===== config.mk =====
export PLATFORM = sky130hd
export DESIGN_NAME = hbss_top
export DESIGN_NICKNAME = d
export VERILOG_FILES = /design/src/rtl/hbss_pkg.sv /design/src/rtl/hbss_cfg_if.sv /design/src/rtl/hbss_cfg_mem.sv /design/src/rtl/hbss_top.sv
export VERILOG_INCLUDE_DIRS = /design/src /design/src/rtl
export SDC_FILE = /design/constraint.sdc
export NUM_CORES = 1
export LEC_CHECK = 0
export BUFFER_PORTS_ARGS = -buffer_cell sky130_fd_sc_hd__buf_2
export CAP_MARGIN = 20
export CORE_ASPECT_RATIO = 1.5
export CORE_MARGIN = 2
export CORE_UTILIZATION = 46
export CTS_CLUSTER_DIAMETER = 40
export CTS_CLUSTER_SIZE = 8
export DETAILED_ROUTE_END_ITERATION = 6
export GPL_TIMING_DRIVEN = 0
export PLACE_DENSITY_LB_ADDON = 0.25
export SLEW_MARGIN = 20
export SYNTH_ARGS = -nofsm -noshare
export SYNTH_HDL_FRONTEND = slang
export SYNTH_SLANG_ARGS = --single-unit

===== constraint.sdc =====
create_clock -name mclk -period 2.3 [get_ports mclk]
set_clock_uncertainty 0.1 [all_clocks]
set_input_delay 0.115 -clock mclk [delete_from_list [all_inputs] [get_ports mclk]]
set_output_delay 0.115 -clock mclk [all_outputs]
set_load 0.005 [all_outputs]

===== src/rtl/hbss_cfg.svh =====
// Constants of the hub boot stage sequencer
// Assumes inclusion by bare name from rtl files
// What this block does
// - Reset low holds standby, ports tristated, PLL off
// - Reset high runs the hub boot stages
// - Standby drops transactions, ports, registers, configuration
// - Reset release enters flash probe, inits defaults
// - Valid flash signature enables external code fetch
// - Bad signature or no SPI strap uses ROM
// - ROM defaults stage loads configuration defaults
// - Strap stage samples select, port, removable, charging straps
// - Configuration 1 goes to pull-up probe
// - Both pull-ups give host-bus configuration, else merge
// - Host-bus stage waits forever for master end
// - Fuse merge picks OTP or host-bus priority
// - Flash firmware keeps only the OTP trim bits under HBSS_TRIM_MASK
// - Connect stage sets attach and superspeed enable bits
// - Normal mode holds until system changes mode
// - Reset low in any stage forces standby
// - Soft disconnect returns to connect stage until negated
`ifndef HBSS_CFG_SVH
`define HBSS_CFG_SVH
`define HBSS_SIG_ADDR 20'h3FFFA
`define HBSS_BOOT_ADDR 20'h00000
`define HBSS_SIG_WORD 32'h32444655
`define HBSS_CFG_ONE 3'h1
`define HBSS_END_REG 8'hFF
`define HBSS_CMD_ATTACH 16'hAA55
`define HBSS_CMD_ATTACH_KEEP 16'hAA56
`define HBSS_NPORT 5
`define HBSS_CFG_W 8
`define HBSS_SIG_BYTES 3'h4
`define HBSS_CFG_WORDS 4
`define HBSS_AW 2
`define HBSS_IDX_ROM 2'h0
`define HBSS_IDX_HOST 2'h1
`define HBSS_IDX_OTP 2'h2
`define HBSS_IDX_PSEUDO 2'h3
`define HBSS_TRIM_MASK 8'hC0
`endif


===== src/rtl/hbss_pkg.sv =====
// Types of the hub boot stage sequencer
// Assumes the cfg header is compiled alongside
package hbss_pkg;
  typedef enum logic [3:0] {
    HBSS_STANDBY, HBSS_FLASH_PROBE, HBSS_ROM_DEF, HBSS_STRAP_READ, HBSS_PULLUP_PROBE,
    HBSS_HOSTBUS_CFG, HBSS_FUSE_MERGE, HBSS_CONNECT, HBSS_NORMAL
  } hbss_stage_t;
endpackage


===== src/rtl/hbss_cfg_if.sv =====
// Carrier between sequencer and its configuration store
// Assumes single clock mclk
`timescale 1ns/10ps
`default_nettype none
interface hbss_cfg_if;
  logic we;
  logic [1:0] waddr;
  logic [7:0] wdata;
  logic [1:0] raddr;
  logic [7:0] rdata;
  modport seq (output we, output waddr, output wdata, output raddr, input rdata);
  modport mem (input we, input waddr, input wdata, input raddr, output rdata);
endinterface
`default_nettype wire


===== src/rtl/hbss_cfg_mem.sv =====
// Small configuration store, registered read
// Assumes reset clears it to zero, as standby forgets all
`timescale 1ns/10ps
`default_nettype none
`include "hbss_cfg.svh"
module hbss_cfg_mem (
  input wire logic mclk,
  input wire logic reset,
  hbss_cfg_if.mem bus
);
  logic [7:0] mem_reg [0:`HBSS_CFG_WORDS-1];
  logic [7:0] rd_reg;
  genvar i;
  // ---------------------------------
  // Storage, cleared in standby
  // ---------------------------------
  generate
    for (i = 0; i < `HBSS_CFG_WORDS; i = i + 1) begin : g_w
      always_ff @(posedge mclk or posedge reset) begin
        if (reset) begin
          mem_reg[i] <= 8'h00;
        end else if (bus.we && bus.waddr == 2'(i)) begin
          mem_reg[i] <= bus.wdata;
        end
      end
    end
  endgenerate
  always_ff @(posedge mclk or posedge reset) begin
    if (reset) begin
      rd_reg <= 8'h00;
    end else begin
      rd_reg <= mem_reg[bus.raddr];
    end
  end
  assign bus.rdata = rd_reg;
endmodule
`default_nettype wire


===== src/rtl/hbss_top.sv =====
// Hub boot stage sequencer, standby through normal mode
// Assumes flash bytes arrive on a simple request/valid port, and the
// host-bus slave decodes register writes and commands outside
`timescale 1ns/10ps
`default_nettype none
`include "hbss_cfg.svh"
module hbss_top (
  input wire logic mclk,
  input wire logic reset,
  input wire logic pll_valid_clk,
  input wire logic spi_mode_strap,
  input wire logic [2:0] config_select_straps,
  input wire logic [`HBSS_NPORT-1:0] port_disable_plus_strap,
  input wire logic [`HBSS_NPORT-1:0] port_disable_minus_strap,
  input wire logic nonremovable_strap,
  input wire logic charging_enable_strap,
  output logic flash_req,
  output logic [19:0] flash_addr,
  input wire logic flash_valid,
  input wire logic [7:0] flash_data,
  input wire logic pullup_clk_seen,
  input wire logic pullup_data_seen,
  input wire logic host_wr,
  input wire logic [7:0] host_reg,
  input wire logic [7:0] host_wdata,
  input wire logic host_cmd,
  input wire logic [15:0] host_opcode,
  input wire logic legacy_mode,
  input wire logic [7:0] otp_data,
  input wire logic soft_disconnect,
  output logic ports_hiz,
  output logic pll_run,
  output logic ext_rom_en,
  output logic hostbus_slave,
  output logic keep_hostbus,
  output logic host_attach,
  output logic superspeed_hub_on,
  output logic [`HBSS_NPORT-1:0] port_enable,
  output logic [`HBSS_CFG_W-1:0] merged_cfg,
  output logic [2:0] cfg_select,
  output logic nonremovable,
  output logic charging_en,
  output var hbss_pkg::hbss_stage_t stage
);
  import hbss_pkg::*;
  hbss_cfg_if cif ();
  hbss_cfg_mem u_mem (
    .mclk(mclk),
    .reset(reset),
    .bus(cif)
  );
  // ---------------------------------
  // Stage state
  // ---------------------------------
  hbss_stage_t stage_reg, stage_next;
  logic [2:0] cnt_reg, cnt_next;
  logic [31:0] sig_reg, sig_next;
  logic ext_reg, ext_next;
  logic slave_reg, slave_next;
  logic keep_reg, keep_next;
  logic attach_reg, attach_next;
  logic ss_reg, ss_next;
  logic straps_done_reg, straps_done_next;
  logic [2:0] sel_reg, sel_next;
  logic [`HBSS_NPORT-1:0] pdis_reg, pdis_next;
  logic nrem_reg, nrem_next;
  logic bc_reg, bc_next;
  logic [7:0] cfg_reg, cfg_next;
  logic host_touched_reg, host_touched_next;
  logic [1:0] mph_reg, mph_next;
  logic end_hit;
  assign end_hit = legacy_mode ? (host_wr && host_reg == `HBSS_END_REG) :
    (host_cmd && (host_opcode == `HBSS_CMD_ATTACH ||
    host_opcode == `HBSS_CMD_ATTACH_KEEP));
  always_comb begin
    stage_next = stage_reg;
    cnt_next = cnt_reg;
    sig_next = sig_reg;
    ext_next = ext_reg;
    slave_next = slave_reg;
    keep_next = keep_reg;
    attach_next = attach_reg;
    ss_next = ss_reg;
    straps_done_next = straps_done_reg;
    sel_next = sel_reg;
    pdis_next = pdis_reg;
    nrem_next = nrem_reg;
    bc_next = bc_reg;
    cfg_next = cfg_reg;
    host_touched_next = host_touched_reg;
    mph_next = mph_reg;
    cif.we = 1'b0;
    cif.waddr = `HBSS_IDX_ROM;
    cif.wdata = 8'h00;
    cif.raddr = `HBSS_IDX_ROM;
    case (stage_reg)
      HBSS_STANDBY: begin
        stage_next = HBSS_FLASH_PROBE;
        cnt_next = 3'h0;
      end
      HBSS_FLASH_PROBE: begin
        if (!spi_mode_strap) begin
          stage_next = HBSS_ROM_DEF;
        end else if (pll_valid_clk && flash_valid) begin
          sig_next = {sig_reg[23:0], flash_data};
          cnt_next = cnt_reg + 3'h1;
          if (cnt_reg == `HBSS_SIG_BYTES - 3'h1) begin
            if ({sig_reg[23:0], flash_data} == `HBSS_SIG_WORD) begin
              ext_next = 1'b1;
            end
            stage_next = HBSS_ROM_DEF;
          end
        end
      end
      HBSS_ROM_DEF: begin
        cif.we = 1'b1;
        cif.waddr = `HBSS_IDX_ROM;
        cif.wdata = 8'h00;
        cfg_next = 8'h00;
        stage_next = HBSS_STRAP_READ;
      end
      HBSS_STRAP_READ: begin
        if (!straps_done_reg) begin
          sel_next = config_select_straps;
          pdis_next = port_disable_plus_strap | port_disable_minus_strap;
          nrem_next = nonremovable_strap;
          bc_next = charging_enable_strap;
          straps_done_next = 1'b1;
        end
        stage_next = (config_select_straps == `HBSS_CFG_ONE) ?
          HBSS_PULLUP_PROBE : HBSS_FUSE_MERGE;
      end
      HBSS_PULLUP_PROBE: begin
        if (pullup_clk_seen && pullup_data_seen) begin
          slave_next = 1'b1;
          stage_next = HBSS_HOSTBUS_CFG;
        end else begin
          stage_next = HBSS_FUSE_MERGE;
        end
      end
      HBSS_HOSTBUS_CFG: begin
        if (host_wr && host_reg != `HBSS_END_REG) begin
          cif.we = 1'b1;
          cif.waddr = `HBSS_IDX_HOST;
          cif.wdata = host_wdata;
          host_touched_next = 1'b1;
        end
        if (end_hit) begin
          keep_next = !legacy_mode && host_opcode == `HBSS_CMD_ATTACH_KEEP;
          stage_next = HBSS_FUSE_MERGE;
        end
      end
      HBSS_FUSE_MERGE: begin
        cif.raddr = `HBSS_IDX_HOST;
        mph_next = mph_reg + 2'h1;
        if (mph_reg == 2'h1) begin
          if (ext_reg) begin
            // Flash firmware: host-bus beats pseudo-OTP, real OTP trim only
            cfg_next = (host_touched_reg ? cif.rdata : 8'h00) |
              (otp_data & `HBSS_TRIM_MASK);
          end else begin
            cfg_next = otp_data != 8'h00 ? otp_data : cif.rdata;
          end
          cif.we = 1'b1;
          cif.waddr = ext_reg ? `HBSS_IDX_PSEUDO : `HBSS_IDX_OTP;
          cif.wdata = cfg_next;
          stage_next = HBSS_CONNECT;
        end
      end
      HBSS_CONNECT: begin
        attach_next = 1'b1;
        ss_next = 1'b1;
        if (!soft_disconnect) begin
          stage_next = HBSS_NORMAL;
        end
      end
      HBSS_NORMAL: begin
        if (soft_disconnect) begin
          stage_next = HBSS_CONNECT;
        end
      end
      default: stage_next = HBSS_STANDBY;
    endcase
  end
  always_ff @(posedge mclk or posedge reset) begin
    if (reset) begin
      stage_reg <= HBSS_STANDBY;
      cnt_reg <= 3'h0;
      sig_reg <= 32'h00000000;
      ext_reg <= 1'b0;
      slave_reg <= 1'b0;
      keep_reg <= 1'b0;
      attach_reg <= 1'b0;
      ss_reg <= 1'b0;
      straps_done_reg <= 1'b0;
      sel_reg <= 3'h0;
      pdis_reg <= 5'h00;
      nrem_reg <= 1'b0;
      bc_reg <= 1'b0;
      cfg_reg <= 8'h00;
      host_touched_reg <= 1'b0;
      mph_reg <= 2'h0;
    end else begin
      stage_reg <= stage_next;
      cnt_reg <= cnt_next;
      sig_reg <= sig_next;
      ext_reg <= ext_next;
      slave_reg <= slave_next;
      keep_reg <= keep_next;
      attach_reg <= attach_next;
      ss_reg <= ss_next;
      straps_done_reg <= straps_done_next;
      sel_reg <= sel_next;
      pdis_reg <= pdis_next;
      nrem_reg <= nrem_next;
      bc_reg <= bc_next;
      cfg_reg <= cfg_next;
      host_touched_reg <= host_touched_next;
      mph_reg <= mph_next;
    end
  end
  // ---------------------------------
  // Outputs
  // ---------------------------------
  // Reset is the active-high form of the chip reset pin
  assign ports_hiz = reset || stage_reg == HBSS_STANDBY;
  assign pll_run = !reset;
  assign flash_req = stage_reg == HBSS_FLASH_PROBE && spi_mode_strap;
  assign flash_addr = ext_reg ? `HBSS_BOOT_ADDR :
    (`HBSS_SIG_ADDR + {17'h00000, cnt_reg});
  assign ext_rom_en = ext_reg;
  assign hostbus_slave = slave_reg;
  assign keep_hostbus = keep_reg;
  assign host_attach = attach_reg && stage_reg != HBSS_CONNECT ||
    attach_reg && !soft_disconnect;
  assign superspeed_hub_on = ss_reg;
  assign port_enable = (stage_reg == HBSS_NORMAL) ? ~pdis_reg :
    {`HBSS_NPORT{1'b0}};
  assign merged_cfg = cfg_reg;
  assign cfg_select = sel_reg;
  assign nonremovable = nrem_reg;
  assign charging_en = bc_reg;
  assign stage = stage_reg;
endmodule
`default_nettype wire


# Word-level counts from Yosys, hierarchy flattened
# Index checks and enable logic that the tools add are counted.
dict set report classes {
  add_sub_neg 3
  magnitude_cmp 1
  n_eq_ne 28
  n_mux 35
  bitwise_logic 5
  n_reduce_logical 33
}
# op n
set op_table {}
lappend op_table {{$mux 8} 8}
lappend op_table {{$pmux 4 s9} 1}
lappend op_table {{$eq 16x16->1 const B} 2}
lappend op_table {{$eq 32x30->1 const B} 1}
lappend op_table {{$pmux 8 s2} 2}
lappend op_table {{$mux 4} 7}
lappend op_table {{$add 18x3->19 const A} 1}
lappend op_table {{$mux 19} 1}
lappend op_table {{$bmux 8 s2} 1}
lappend op_table {{$eq 4x3->1 const B} 4}
lappend op_table {{$logic_and 1x1->1} 13}
lappend op_table {{$ne 2x2->1 const B} 6}
lappend op_table {{$reduce_and 2->1} 5}
lappend op_table {{$eq 4x2->1 const B} 2}
lappend op_table {{$eq 8x8->1 const B} 1}
lappend op_table {{$ne 8x8->1 const B} 1}
lappend op_table {{$or 8x8->8} 1}
lappend op_table {{$reduce_bool 8->1} 1}
lappend op_table {{$mux 1} 6}
lappend op_table {{$mux 2} 3}
lappend op_table {{$mux 3} 2}
lappend op_table {{$ne 3x3->1 const B} 2}
lappend op_table {{$pmux 3 s2} 1}
lappend op_table {{$reduce_and 3->1} 2}
lappend op_table {{24 further kinds} 31}
dict set report word_totals {
  register_bits 97
  inputBits 74
  output_inout_bits 50
  word_cells 125
}

# Longest topological paths before layout
dict set report logic_depth {
  word_depth 6
  ltp_mapped 6
}

# Hierarchy
# Synthesis repeated with hierarchy kept, for this count alone.
dict set report hier_totals {
  hier_cells 385
  area_unflattened_um2 4720.8
}
# mod n_inst cells_per_inst area_per_inst_um2 seq_area_each_um2
set by_module_without_submodules {}
lappend by_module_without_submodules {hbss_top 1 298 3115.5 1426.4}
lappend by_module_without_submodules {hbss_cfg_mem 1 87 1605.3 1001.0}

# Least setup slack after synthesis
# OpenSTA, ideal clock, no wires.
dict set report synth_timing {
  path_kind {input port to output port}
  startpoint {input reset}
  endpoint {output ports_hiz}
  t_arrival_ns 2.010
  slack_ns 0.075
  cell_stages 2
  path_buffers 0
  path_cell_list {inv_1 -> nand2_1}
}
dict set report synth_via {
  elab_chain_len 1
}
# item line
set synth_rtl {}
lappend synth_rtl {{start: declaration} hbss_top.sv:9} ;# input wire logic reset,
lappend synth_rtl {{$logic_or 1x1->1} hbss_top.sv:226} ;# assign ports_hiz = reset || stage_reg == HBSS_STANDBY;
lappend synth_rtl {{end: declaration} hbss_top.sv:31} ;# output logic ports_hiz,
# Every way passes these cells.

# Final worst setup path
dict set report layout_timing {
  startpoint {register stage_reg[1], in the netlist stage[1]}
  endpoint {output port_enable[4]}
}
dict set report layout_via {
  elab_chain_len 2
}
# item line
set layout_rtl {}
lappend layout_rtl {{start: declaration} hbss_top.sv:55} ;# hbss_stage_t stage_reg, stage_next;
lappend layout_rtl {{start signal: assignment} hbss_top.sv:204} ;# stage_reg <= stage_next;
lappend layout_rtl {{$eq 4x4->1} hbss_top.sv:237} ;# assign port_enable = (stage_reg == HBSS_NORMAL) ? ~pdis_reg :
lappend layout_rtl {{$mux 5} hbss_top.sv:237}
lappend layout_rtl {{end: declaration} hbss_top.sv:38} ;# output logic [`HBSS_NPORT-1:0] port_enable,
# Every way passes these cells.

==> results_dict.tcl <==
set metrics [dict create \
    yosysWarningCount 0 \
    clock-sinks 81 \
    ir_worst_vdd_v 0.0005313 \
    die-area_sq_mm 0.009036 \
    ys.flop_type "dfrtp_1" \
    synth_cell_types 55 \
    ys_ff_latch 81 \
    antenna_found_initial 0 \
    hold_violations 0 \
    worstSkewPairLatency_ns 0.33 \
    die_x_um 78.29 \
    criticalPathCategory "flop to output port" \
    rr_startpoint "stage[1]$_DFFE_PP0P_" \
    status "finished clean" \
    die_height_um 115.4 \
    slowest_stage "dfrtp_1" \
    tightestPinTransition_ns 0.6596 \
    worstSetupStartpoint "stage[1]$_DFFE_PP0P_" \
    grt_max_degree 36 \
    drt-pass1-iter-count 4 \
    rows 40 \
    p_leak_nw 2.608 \
    whs_ns 0.006007 \
    slew_viol_final 0 \
    drc 0 \
    path_buf_inv 2 \
    overflow 0 \
    period_needed_ns 2.109 \
    postCtsSetupBuffers 0 \
    via_per_inst 5.075 \
    maxCapViolCount 0 \
    crit_top_cell "nor2_1" \
    pre_cts_slack_ns 0.3935 \
    ys_seq_area_frac 0.5324 \
    root_buffer "clkbuf_16" \
    grt_pass1_wl_um 14650 \
    critPathCaptureType "output port" \
    clkTransAtPathRegs_ns 0.06 \
    wirelength_um 8903 \
    portBuffers 122 \
    cts_tree "yes" \
    synth_cells 318 \
    ant_nets 0 \
    max_slew_margin 0.5562 \
    syn_area_sq_mm 0.003807 \
    hold_start "otp_data[6]" \
    drive_gt1_frac 0.4536 \
    min_path_type "input port to flop" \
    start_util 0.4755 \
    numCtsBuffers 9 \
    synth_nets 396 \
    nFillCells 640 \
    core_area_sq_mm 0.008008 \
    grt_use_total 0.2100 \
    timing.fmax_ghz 0.4741 \
    nNetsFinal 569 \
    rsz0062_at_grt "false" \
    setup_slack_ns 0.1909 \
    synth_edf_count 0 \
    route.vias.total 3050 \
    setup.worst_path.start_class "flop" \
    crit_family "simple AND/OR/NAND/NOR gates" \
    grt_pass1_vias 3217 \
    wl_per_cell_um 14.81 \
    io_pins 124 \
    cts-htree-levels 3 \
    avgSynthCellArea_sq_um 11.97 \
    design_area_sq_mm 0.005248 \
    min_period_over_period 0.9170 \
    setup_viol 0 \
    clockBufferDepth 2 \
    slowest_delay_ns 0.46 \
    crit_required_ns 2.09 \
    cp_max_fo 10 \
    largest_reg_flops 24 \
    fin_util 0.6553 \
    path_cells "buf_4 > nor2_1 > nand3_1 > nor2_1 > buf_2" \
    async_flop_share 1.000 \
    drt-initial-drc-count 144 \
    place_hpwl_um 6348 \
    powerDensity_mw_per_mm2 940.4 \
    area_delta_synth_final_pct 37.82 \
    gp_congestion 0.8533 \
    postPlaceCellArea_sq_mm 0.004593 \
    cp.arrival_ns 1.89 \
    antenna_cells 0 \
]
==> cell type report <==
| cell class | count | area, sq um | share of cell area |
|---|---|---|---|
| Buffer | 27 | 205.2 | 0.03910 |
| Clock buffer | 10 | 229.0 | 0.04363 |
| Clock inverter | 6 | 42.54 | 0.008107 |
| Inverter | 9 | 37.54 | 0.007153 |
| Multi-Input combinational cell | 201 | 1544 | 0.2942 |
| Sequential cell | 81 | 2027 | 0.3863 |
| Tap cell | 105 | 131.4 | 0.02504 |
| Timing Repair Buffer | 162 | 1031 | 0.1965 |
==> through the flow <==
step           std cells  power (mW)  TNS, ns
4_1_cts              601       4.987        0
2_1_floorplan        318       3.098        0
6_report             601       4.935        0
3_3_place_gp         545       3.556  -0.1955
3_5_place_dp         547       3.616        0
5_1_grt              601       5.261        0
==> layer usage <==
metal,part of all wire,track usage,vias up
met3,0.038,0.04206,17
li1,-,-,1472
met1,0.39,0.2334,1470
met4,0.025,0.09942,0
met2,0.55,0.3839,91
met5,0,0,-
==> layout by cell type, fill, tap and decap left out, types with 3 or more instances in the layout <==
| cell | n |
|---|---|
| buf_2 | 124 |
| dfrtp_1 | 81 |
| mux2_2 | 44 |
| dlygate4sd3_1 | 38 |
| nor2_1 | 23 |
| buf_4 | 19 |
| a21oi_1 | 19 |
| nand3_1 | 14 |
| and2_1 | 10 |
| clkbuf_16 | 9 |
| inv_1 | 8 |
| nand2_1 | 8 |
| o21ai_0 | 7 |
| nand4_1 | 5 |
| o31ai_1 | 5 |
| nor2b_1 | 5 |
| nand2b_1 | 4 |
| buf_6 | 4 |
| nor4_1 | 4 |
| nor4b_1 | 4 |
| ha_1 | 4 |
| clkbuf_1 | 3 |
| a2bb2oi_1 | 3 |
| clkinvlp_4 | 3 |
==> power by group <==
group	internal (mW)	switching (mW)
Combinational	0.791	0.694
Sequential	1.87	0.291
Clock	0.732	0.559
==> cell families after synthesis <==
group	share of synthesized area
other	0.0009849
buffers and inverters	0.06277
adder cells (fa/ha/maj)	0.01315
flip-flops	0.5324
XOR/XNOR	0.004602
multiplexers	0.1407
AO/OA/AOI/OAI	0.09629
AND/OR/NAND/NOR	0.1492
==> final timing paths <==
check,slack [ns],cells after the start,to
worst max-delay path,0.19,5,port_enable[4]
worst min-delay path,0.006,3,merged_cfg[6]$_DFFE_PP0P_
worst max register to register,0.41,4,hostbus_slave$_DFFE_PP0P_
worst min register to register,0.38,1,mph_reg[0]$_DFFE_PP0P_
max in group asynchronous,1.29,4,cfg_select[1]$_DFFE_PP0P_
min in group asynchronous,0.28,3,ext_rom_en$_DFFE_PP0P_
==> worst min-delay path: cells and delay by family <==
kind / cells / cell delay (ns)
AOI/OAI and AO/OA: 2 / 0.18
buffers and inverters: 1 / 0.10
==> cells in the mapped netlist, drive strengths merged, types with 2 or more instances <==
master / count / area (sq um)
a21oi: 19 / 95.09
a2bb2oi: 3 / 26.28
a31o: 2 / 17.52
a31oi: 2 / 12.51
a41o: 2 / 20.02
and2: 10 / 62.56
buf: 25 / 197.7
clkbuf: 2 / 7.510
dfrtp: 81 / 2027
ha: 4 / 50.05
inv: 9 / 33.78
mux2: 46 / 525.5
nand2: 9 / 36.29
nand2b: 4 / 25.02
nand3: 14 / 70.07
nand4: 6 / 43.79
nor2: 24 / 90.09
nor2b: 5 / 31.28
nor3: 2 / 21.27
nor4: 5 / 46.29
nor4b: 5 / 58.80
nor4bb: 2 / 20.02
o211ai: 3 / 27.52
o21ai: 7 / 35.03
o31ai: 5 / 37.54
or4b: 2 / 20.02
xor2: 2 / 17.52
==> repair_timing <==
action,4_1_cts,5_1_grt
hold endpoints to repair,52,0
resized for setup,0,1
endpoints found under the setup margin,0,15
hold buffers,38,0
Power figures use the tool's default switching activity.
